$ cat src/flg_params.svh
// Constants for the fault latch and thermal guard
`ifndef FLG_PARAMS_SVH
`define FLG_PARAMS_SVH

`define FLG_CLK_MHZ          125
`define FLG_UPPER_BLANK_US   50
`define FLG_LOWER_BLANK_US   350
`define FLG_SS_US            4000
`define FLG_UPPER_CYC        (`FLG_UPPER_BLANK_US * `FLG_CLK_MHZ)
`define FLG_LOWER_CYC        (`FLG_LOWER_BLANK_US * `FLG_CLK_MHZ)
`define FLG_SS_CYC           (`FLG_SS_US * `FLG_CLK_MHZ)
`define FLG_CNT_W            20

`endif

$ cat src/flg_pkg.sv
// Types for the fault latch and thermal guard
package flg_pkg;

  // Synchronised analog indications
  typedef struct packed {
    logic upper_trip;
    logic lower_trip;
    logic die_hot;
    logic supply_start;
    logic supply_reset;
  } flg_sense_t;

  // Protection outputs
  typedef struct packed {
    logic gate_drive_enable;
    logic high_voltage_startup_source;
    logic boosted_bias_current;
    logic latched_off;
    logic soft_start_active;
  } flg_ctrl_t;

  typedef enum logic [4:0] {
    FLG_WAIT    = 5'h01,
    FLG_SOFT    = 5'h02,
    FLG_RUN     = 5'h04,
    FLG_LATCHED = 5'h08,
    FLG_HOT     = 5'h10
  } flg_state_t;

endpackage : flg_pkg

$ cat src/flg_deglitch.sv
// Persistence filter for one comparator output
`timescale 1ns/1ps
`include "flg_params.svh"

module flg_deglitch #(
  parameter logic [`FLG_CNT_W-1:0] LIMIT = 20'h00001
) (
  // Clock, reset and clock enable
  input  wire logic i_clk,
  input  wire logic i_resetn,
  input  wire logic i_ce,
  // Qualified comparator and result
  input  wire logic i_enable,
  input  wire logic i_level,
  output logic      o_fired
);

  logic [`FLG_CNT_W-1:0] count;
  logic [`FLG_CNT_W-1:0] next_count;

  always_comb begin
    next_count = count;
    if (!i_enable || !i_level) begin
      next_count = '0;
    end else if (count != LIMIT) begin
      next_count = count + 20'h00001;
    end
  end

  always_ff @(posedge i_clk or negedge i_resetn) begin
    if (!i_resetn) begin
      count <= '0;
    end else if (i_ce) begin
      count <= next_count;
    end
  end

  // Longer than the blanking time: fires after LIMIT held cycles
  assign o_fired = i_enable && i_level && (count == LIMIT);
endmodule : flg_deglitch

$ cat src/flg_guard.sv
// Fault latch and thermal guard sequencer
//
// Operation
// Run inside window, latch on either crossing
// Upper crossing latches after 50 us
// Lower crossing latches after 350 us
// Latched until supply reaches reset level
// Ignore comparators until ready to start
// Check upper trip before switching starts; code enables it only from FLG_SOFT, with drive already on
// Lower trip acts only after soft-start
// Doubled bias current during soft-start
// Die hot stops drive, disables source
// Die hot resets all controller state
// Hot clears: source on, restart sequence
// Soft-start on every start-level start
// Deglitch restarts when excursion ends
// Latched state holds drive off
`timescale 1ns/1ps
`include "flg_params.svh"

module flg_guard
  import flg_pkg::*;
(
  // Clock, reset, enable
  input  wire logic          i_clk,
  input  wire logic          i_resetn,
  input  wire logic          i_ce,
  // Asynchronous analog indications
  input  wire flg_pkg::flg_sense_t i_sense,
  // Protection outputs
  output flg_pkg::flg_ctrl_t       o_ctrl,
  output flg_pkg::flg_state_t      o_state
);

  // ---------------------------------------------------------------
  // Input synchronisers
  // ---------------------------------------------------------------
  flg_sense_t sync1;
  flg_sense_t sync2;

  always_ff @(posedge i_clk or negedge i_resetn) begin
    if (!i_resetn) begin
      sync1 <= '0;
      sync2 <= '0;
    end else if (i_ce) begin
      sync1 <= i_sense;
      sync2 <= sync1;
    end
  end

  // ---------------------------------------------------------------
  // Deglitch filters
  // ---------------------------------------------------------------
  flg_state_t state;
  flg_state_t next_state;
  logic       upper_fired;
  logic       lower_fired;
  logic       upper_en;
  logic       lower_en;

  assign upper_en = (state == FLG_SOFT) || (state == FLG_RUN);
  assign lower_en = (state == FLG_RUN);

  flg_deglitch #(
    .LIMIT (`FLG_CNT_W'(`FLG_UPPER_CYC))
  ) u_upper (
    .i_clk    (i_clk),
    .i_resetn (i_resetn),
    .i_ce     (i_ce),
    .i_enable (upper_en),
    .i_level  (sync2.upper_trip),
    .o_fired  (upper_fired)
  );

  flg_deglitch #(
    .LIMIT (`FLG_CNT_W'(`FLG_LOWER_CYC))
  ) u_lower (
    .i_clk    (i_clk),
    .i_resetn (i_resetn),
    .i_ce     (i_ce),
    .i_enable (lower_en),
    .i_level  (sync2.lower_trip),
    .o_fired  (lower_fired)
  );

  // ---------------------------------------------------------------
  // Sequencer
  // ---------------------------------------------------------------
  logic [21:0] ss_count;
  logic [21:0] next_ss_count;

  always_comb begin
    next_state    = state;
    next_ss_count = ss_count;
    if (sync2.die_hot) begin
      next_state    = FLG_HOT;
      next_ss_count = '0;
    end else begin
      unique case (state)
        FLG_HOT: begin
          next_state = FLG_WAIT;
        end
        FLG_WAIT: begin
          if (sync2.supply_start && !sync2.supply_reset) begin
            next_state    = FLG_SOFT;
            next_ss_count = '0;
          end
        end
        FLG_SOFT: begin
          if (sync2.supply_reset) begin
            next_state = FLG_WAIT;
          end else if (upper_fired) begin
            next_state = FLG_LATCHED;
          end else if (ss_count == 22'(`FLG_SS_CYC - 1)) begin
            next_state = FLG_RUN;
          end else begin
            next_ss_count = ss_count + 22'h000001;
          end
        end
        FLG_RUN: begin
          if (sync2.supply_reset) begin
            next_state = FLG_WAIT;
          end else if (upper_fired || lower_fired) begin
            next_state = FLG_LATCHED;
          end
        end
        FLG_LATCHED: begin
          if (sync2.supply_reset) begin
            next_state = FLG_WAIT;
          end
        end
        default: begin
          next_state = FLG_WAIT;
        end
      endcase
    end
  end

  always_ff @(posedge i_clk or negedge i_resetn) begin
    if (!i_resetn) begin
      state    <= FLG_WAIT;
      ss_count <= '0;
    end else if (i_ce) begin
      state    <= next_state;
      ss_count <= next_ss_count;
    end
  end

  // ---------------------------------------------------------------
  // Outputs
  // ---------------------------------------------------------------
  flg_ctrl_t ctrl;
  flg_ctrl_t next_ctrl;

  always_comb begin
    next_ctrl                              = '0;
    next_ctrl.gate_drive_enable            = (next_state == FLG_SOFT)
                                           || (next_state == FLG_RUN);
    next_ctrl.high_voltage_startup_source  = (next_state != FLG_HOT);
    next_ctrl.boosted_bias_current         = (next_state == FLG_SOFT);
    next_ctrl.soft_start_active            = (next_state == FLG_SOFT);
    next_ctrl.latched_off                  = (next_state == FLG_LATCHED);
  end

  always_ff @(posedge i_clk or negedge i_resetn) begin
    if (!i_resetn) begin
      ctrl <= '0;
    end else if (i_ce) begin
      ctrl <= next_ctrl;
    end
  end

  assign o_ctrl  = ctrl;
  assign o_state = state;
endmodule : flg_guard

$ cat config.mk
export PLATFORM = sky130hd
export DESIGN_NAME = flg_guard
export DESIGN_NICKNAME = d
export VERILOG_FILES = /design/src/flg_pkg.sv /design/src/flg_deglitch.sv /design/src/flg_guard.sv
export VERILOG_INCLUDE_DIRS = /design/src
export SDC_FILE = /design/constraint.sdc
export NUM_CORES = 1
export LEC_CHECK = 0
export BUFFER_PORTS_ARGS = -buffer_cell sky130_fd_sc_hd__buf_2
export CAP_MARGIN = 20
export CORE_MARGIN = 2
export CORE_UTILIZATION = 50
export DETAILED_ROUTE_END_ITERATION = 16
export PLACE_DENSITY = 0.67
export SYNTH_ARGS = -nofsm -noshare
export SYNTH_HDL_FRONTEND = slang
export SYNTH_HIERARCHICAL = 1
export SYNTH_SLANG_ARGS = --single-unit
export TNS_END_PERCENT = 5
$ cat constraint.sdc
create_clock -name i_clk -period 3.4 [get_ports i_clk]
set_input_delay 0.17 -clock i_clk [delete_from_list [all_inputs] [get_ports i_clk]]
set_output_delay 0.17 -clock i_clk [all_outputs]
set_load 0.005 [all_outputs]
==> impl_metrics.env, run 1 <==
export IMPL_outcome="complete, no violations"
export IMPL_synth_warnings=6
export IMPL_maxCapViolations=0
export IMPL_grt_pass1_wl_um=19400
export IMPL_drc=0
export IMPL_drt_wl_total_um=11500
export IMPL_setup_slack_ns=0.272
export IMPL_netlist_area_um2=4890
export IMPL_dr_pass1_iters=4
export IMPL_cp_data_arrival_time_ns=3.42
export IMPL_rows=36
export IMPL_synth_top_cell_by_area="dfrtp_1"
export IMPL_slowest_stage="or3_4"
export IMPL_fmax_ghz=0.320
export IMPL_io_buffers=17
export IMPL_yosysSeqAreaShare=0.414
export IMPL_final_nets=554
export IMPL_setup_viol=0
export IMPL_synth_most_common_cell="dfrtp_1"
export IMPL_n_antenna_cell=0
export IMPL_synth_edf_count=0
export IMPL_synth_mux_area_frac=0.0268
export IMPL_fin_crit_sh=0.920
export IMPL_cts_sink_count=81
export IMPL_setup_tns_ns=0
export IMPL_async_flop_share=1.00
export IMPL_ys_flop_type="dfrtp_1"
export IMPL_cp_end_kind="flip-flop"
export IMPL_drtAntennaViolNets=0
export IMPL_dieHeight_um=103
export IMPL_via_per_inst=6.33
export IMPL_finalClockSkew_ns=0.0125
export IMPL_vdd_drop_max_mv=0.215
export IMPL_worst_path_stages=13
export IMPL_dp_hpwl_um=7680
export IMPL_synthAdderAreaFrac=0.0128
export IMPL_root_buffer="clkbuf_8"
export IMPL_total_power_mw=1.83
export IMPL_cp_max_fo=31
export IMPL_instances_no_fill=679
export IMPL_yosys_top_cells_area="dfrtp_1 (41%), o21ai_0 (4.4%), nand2_1 (4.3%)"
export IMPL_coreArea_um2=9640
export IMPL_overflow=0
export IMPL_clk_latency_ns=0.37
export IMPL_final_util=0.548
export IMPL_reg2reg_depth=13
export IMPL_hold_path_depth=2
export IMPL_path_clk_slew_ns=0.08
export IMPL_drive_gt1_frac=0.145
export IMPL_grt_setup_unrepaired="false"
export IMPL_synth_compound_area_frac=0.220
export IMPL_worstMarginPinSlew_ns=0.769
export IMPL_crit_path_max_incr_delay_ns=0.42
export IMPL_cts_tree="built"
export IMPL_synth_top_family_by_area="simple AND/OR/NAND/NOR gates"
export IMPL_antenna_found_initial=0
export IMPL_p_per_area_nw_per_um2=347
export IMPL_path_buf_inv=2
export IMPL_synth_top_area_frac=0.409
export IMPL_place_congestion=0.870
export IMPL_die_w_um=103
export IMPL_wl_per_cell_um=17.0
export IMPL_leakage_nw=2.14
export IMPL_dieArea_um2=10600
export IMPL_cp_start_kind="flip-flop"
export IMPL_worstPathRequired_ns=3.69
export IMPL_boundaryPins=18
export IMPL_hold_class="primary input to flip-flop"
export IMPL_synthSimpleGateAreaFrac=0.273
export IMPL_place_inst=661
export IMPL_relSlewSlack=0.487
export IMPL_synth_seq_cells=81
export IMPL_drtIter0Drc=248
export IMPL_post_route_min_period_ns=3.13
export IMPL_synthTopCellsByCount="dfrtp_1 (80), nand2_1 (56), o21ai_0 (43)"
export IMPL_crit_chain="buf_4 -> nand2b_1 -> nor4_1 -> nand2b_1 -> nand2_1 -> or3_4 -> nor2_1 -> nor2_1 -> or4_1 -> o21ai_1 -> buf_6 -> or4_1 -> mux2i_1"
export IMPL_grt_usage=0.231
export IMPL_final_max_slew_viol_count=0
export IMPL_crit_type="flip-flop to flip-flop"
export IMPL_initial_core_util=0.508
export IMPL_crit_family="simple AND/OR/NAND/NOR gates"
export IMPL_yosysUniqueCellTypes=68
export IMPL_finalHoldViolCount=0
export IMPL_pre_cts_ws_ns=0.225
export IMPL_cts_buffer_depth=2
export IMPL_synth_cells=531
export IMPL_syn_avg_cell_area_um2=9.22
export IMPL_grt_pass1_vias=3979
export IMPL_areaGrowthSynthToFinish_pct=7.95
export IMPL_grt_max_degree=82
export IMPL_syn_nets=544
export IMPL_synthXorXnorAreaFrac=0.00179
export IMPL_dr_total_vias=4298
export IMPL_cts_setup_buffers=0
export IMPL_cts_max_level=3
export IMPL_cts_buffers=9
==> layout make-up <==
type	count	area (um^2)
well taps	133	166
repair buffers	33	234
clock buffers	13	149
multi-input cells	398	2620
fillers	898	4360
flip-flops and latches	81	2030
inverters	18	67.6
clock inverters	3	17.5
==> placed cells by master (no fill, tap or decap), types with 16 or more instances in the layout <==
master,instances
or4_1,18
nand3_1,27
nand2_1,56
buf_2,16
o21ai_0,43
o31ai_1,20
nor2_1,26
dfrtp_1,80
o211ai_1,16
nand4_1,17
inv_1,18
==> layer usage <==
layer | vias to the layer above | share of wire | GRT usage
met5 | - | 0 | 0
met3 | 25 | 0.044 | 0.0434
met2 | 114 | 0.46 | 0.349
met4 | 0 | 0.021 | 0.0891
met1 | 2096 | 0.47 | 0.331
li1 | 2063 | - | -
==> worst paths after layout <==
| check | startpoint | to | slack, ns |
|---|---|---|---|
| max in group asynchronous | i_resetn | o_state[0] | 2.59 |
| worst max register to register | o_state[3] | ss_count[18] | 0.27 |
| worst min register to register | sync1[0] | sync2[0] | 0.51 |
| worst min-delay path | i_sense[4] | sync1[4] | 0.03 |
| min in group asynchronous | i_resetn | u_lower/count[9] | 0.18 |
| worst max-delay path | o_state[3] | ss_count[18] | 0.27 |
==> stage by stage <==
step | hold WS (ns) | instance area, um^2
floorplan | -0.126 | 4890
global placement | 0.402 | 5070
detailed placement | 0.409 | 5070
CTS | 0.0223 | 5240
global route | 0.0289 | 5280
finish | 0.0326 | 5280
==> timing repair <==
| item | CTS | global route |
|---|---|---|
| resized for setup | 0 | 2 |
| hold endpoints to repair | 0 | 48 |
| hold buffers | 0 | 1 |
| setup endpoints to repair | 0 | 4 |
==> sequential cells by signal, summed over array words and instances, names as in the netlist <==
name and count:
sync2 5, u_upper/count 20, o_state 5, o_ctrl 4, u_lower/count 20, ss_count 22
sync1 5
==> logic make-up after synthesis <==
| family | count (synthesis) |
|---|---|
| compound gates | 156 |
| flops | 81 |
| xor+xnor | 1 |
| fa+ha+maj | 5 |
| buf+inv | 52 |
| simple gates | 224 |
| mux | 12 |
==> power by group <==
part / total (mW) / internal (mW) / switching (mW)
clock: 0.647 / 0.284 / 0.362
sequential: 1.01 / 0.986 / 0.0202
combinational: 0.181 / 0.0646 / 0.116
total: 1.83 / 1.33 / 0.499
Power figures use the tool's default switching activity.
==> run 2: changes to the inputs <==
--- a/config.mk
+++ b/config.mk
@@ -9,9 +9,8 @@
 export BUFFER_PORTS_ARGS = -buffer_cell sky130_fd_sc_hd__buf_2
 export CAP_MARGIN = 20
 export CORE_MARGIN = 2
-export CORE_UTILIZATION = 50
+export CORE_UTILIZATION = 29
 export DETAILED_ROUTE_END_ITERATION = 16
-export PLACE_DENSITY = 0.67
 export SYNTH_ARGS = -nofsm -noshare
 export SYNTH_HDL_FRONTEND = slang
 export SYNTH_HIERARCHICAL = 1
==> run 2 against run 1 <==
Against the previous run: global-route usage fell by 9.4 points; critical path depth did not move; register-to-register slack barely moved; fmax rose by 0.37%; clock skew fell by 0.0058 ns; core utilization fell by 21 points; clock-buffer cell count rose by 1; critical path type unchanged; critical endpoint unchanged.
==> impl_metrics.env, run 2 (synthesis results as in run 1) <==
export IMPL_whs_endpoint="sync1[0]"
export IMPL_hold_class="primary input to flip-flop"
export IMPL_clk_latency_ns=0.34
export IMPL_outcome="complete, no violations"
export IMPL_p_sw_frac=0.237
export IMPL_drc=0
export IMPL_seq_power_share=0.453
export IMPL_finalInstanceArea_um2=5520
export IMPL_cts_sink_count=81
export IMPL_path_buf_inv=2
export IMPL_p_per_area_nw_per_um2=403
export IMPL_dr_pass1_iters=4
export IMPL_dp_hpwl_um=8130
export IMPL_setup_tns_ns=0
export IMPL_reg2reg_to="ss_count[18]"
export IMPL_slowest_stage="or3_4"
export IMPL_gr_usage_met2=0.214
export IMPL_maxCapViolations=0
export IMPL_pwr_share_clk=0.466
export IMPL_path_clk_slew_ns=0.06
export IMPL_worstMarginPinSlew_ns=0.888
export IMPL_rrSetupSlack_ns=0.28
export IMPL_cts_tree="built"
export IMPL_cellInternalPower_mw=1.70
export IMPL_antenna_found_initial=0
export IMPL_dr_total_vias=4342
export IMPL_crit_family="simple AND/OR/NAND/NOR gates"
export IMPL_cts_setup_buffers=0
export IMPL_rows=47
export IMPL_drtIter0Drc=273
export IMPL_setup_viol=0
export IMPL_fmax_ghz=0.321
export IMPL_finalHoldViolCount=0
export IMPL_largest_register_ffs=22
export IMPL_worstPathRequired_ns=3.66
export IMPL_rr_startpoint="o_state[3]"
export IMPL_io_buffers=17
export IMPL_grt_usage=0.137
export IMPL_grt_setup_unrepaired="false"
export IMPL_finalClockSkew_ns=0.00674
export IMPL_n_antenna_cell=0
export IMPL_cts_max_level=3
export IMPL_grt_met3_usage=0.0147
export IMPL_wl_per_cell_um=15.5
export IMPL_final_common_cell="dfrtp_1"
export IMPL_cp_start_kind="flip-flop"
export IMPL_post_route_min_period_ns=3.12
export IMPL_fin_crit_sh=0.917
export IMPL_min_delay_start="i_sense[0]"
export IMPL_reg_top3="ss_count x22, u_lower/count x20, u_upper/count x20"
export IMPL_mostFrequentLayoutCells="dfrtp_1 (80), nand2_1 (56), o21ai_0 (43), nand3_1 (27), nor2_1 (25)"
export IMPL_drtAntennaViolNets=0
export IMPL_dieHeight_um=134
export IMPL_final_nets=553
export IMPL_areaGrowthSynthToFinish_pct=12.8
export IMPL_coreArea_um2=16500
export IMPL_pwr_share_comb=0.081
export IMPL_crit_path_max_incr_delay_ns=0.43
export IMPL_overflow=0
export IMPL_busiest_layer="met2"
export IMPL_root_buffer="clkbuf_16"
export IMPL_cts_buffer_depth=2
export IMPL_boundaryPins=18
export IMPL_vdd_drop_max_mv=0.261
export IMPL_grtUsageMet1=0.191
export IMPL_grt_pass1_wl_um=20400
export IMPL_cp_max_fo=22
export IMPL_drive_gt1_frac=0.150
export IMPL_final_max_slew_viol_count=0
export IMPL_crit_type="flip-flop to flip-flop"
export IMPL_place_congestion=0.847
export IMPL_p_sw_mw=0.528
export IMPL_crit_chain="buf_4 -> nand2b_1 -> nor4_2 -> nand2b_1 -> nand2_1 -> or3_4 -> nor2_2 -> nor2_1 -> or4_1 -> o21ai_1 -> buf_4 -> or4_1 -> mux2i_1"
export IMPL_leakage_nw=2.20
export IMPL_initial_core_util=0.296
export IMPL_grt_pass1_vias=4108
export IMPL_dpl_cell_area_um2=5180
export IMPL_cp_data_arrival_time_ns=3.37
export IMPL_die_w_um=134
export IMPL_via_per_inst=5.68
export IMPL_dieArea_um2=17900
export IMPL_cp_end_kind="flip-flop"
export IMPL_cts_buffers=9
export IMPL_top_register="ss_count"
export IMPL_num_fill_cells=1643
export IMPL_drt_wl_total_um=11900
export IMPL_reg2reg_depth=13
export IMPL_relSlewSlack=0.408
export IMPL_hold_path_depth=2
export IMPL_grt_max_degree=69
[run 2: how the worst max path moves through the flow]
stage	depth (start not counted)	from	slack [ns]	end
after floorplan	13	o_state[4]	0.23	ss_count[21]
after global placement	13	o_state[3]	0.35	ss_count[18]
after detailed placement	12	o_state[4]	0.19	ss_count[18]
after CTS	12	o_state[4]	0.18	ss_count[18]
after global routing	13	o_state[3]	0.05	ss_count[18]
final	13	o_state[3]	0.28	ss_count[18]
[run 2: layout make-up]
class                      instances  area, um^2  share of cell area
clock inverter                     2        35.0             0.00634
clock buffer                      14         284              0.0514
inverter                          18        67.6              0.0122
multi-input combinational        398        2630               0.476
sequential                        81        2030               0.367
timing repair buffer              32         203              0.0367
tap                              220         275              0.0498
[run 2: power by group through the flow]
stage	Clock [mW]	Combinational, mW	Sequential (mW)
after global routing	1.10	0.201	1.01
after floorplan	0	0.114	1.02
after detailed placement	0	0.179	1.02
after CTS	1.06	0.181	1.01
after global placement	0	0.174	1.02
final	1.04	0.179	1.01
[run 2: stage by stage]
stage | utilization | hold slack [ns] | setup slack (ns) | std cells | power [mW]
2_1_floorplan | - | -0.126 | 0.231 | 531 | 1.13
3_5_place_dp | 0.313 | 0.350 | 0.193 | 748 | 1.20
6_report | 0.334 | 0.0571 | 0.283 | 765 | 2.22
4_1_cts | 0.333 | 0.0516 | 0.175 | 765 | 2.25
5_1_grt | 0.334 | 0.0586 | 0.0512 | 765 | 2.31
3_3_place_gp | 0.313 | 0.338 | 0.352 | 748 | 1.20
[run 2: layer usage]
metal,up-vias,wire [um]
met1,2145,5730
li1,2060,-
met4,0,266
met2,118,5420
met3,19,471
met5,-,0
[run 2: worst reg2reg max path: cells and delay by family (launching register included)]
kind / cells / cell delay (ns)
AO/OA/AOI/OAI: 1 / 0.13
flip-flops: 1 / 0.40
AND/OR/NAND/NOR: 9 / 1.87
multiplexers: 1 / 0.20
buffers and inverters: 2 / 0.43
[run 2: repair_timing]
item,CTS,global route
hold buffers,1,0
setup endpoints to repair,0,3
endpoints found under the hold margin,37,0
resized for setup,0,3
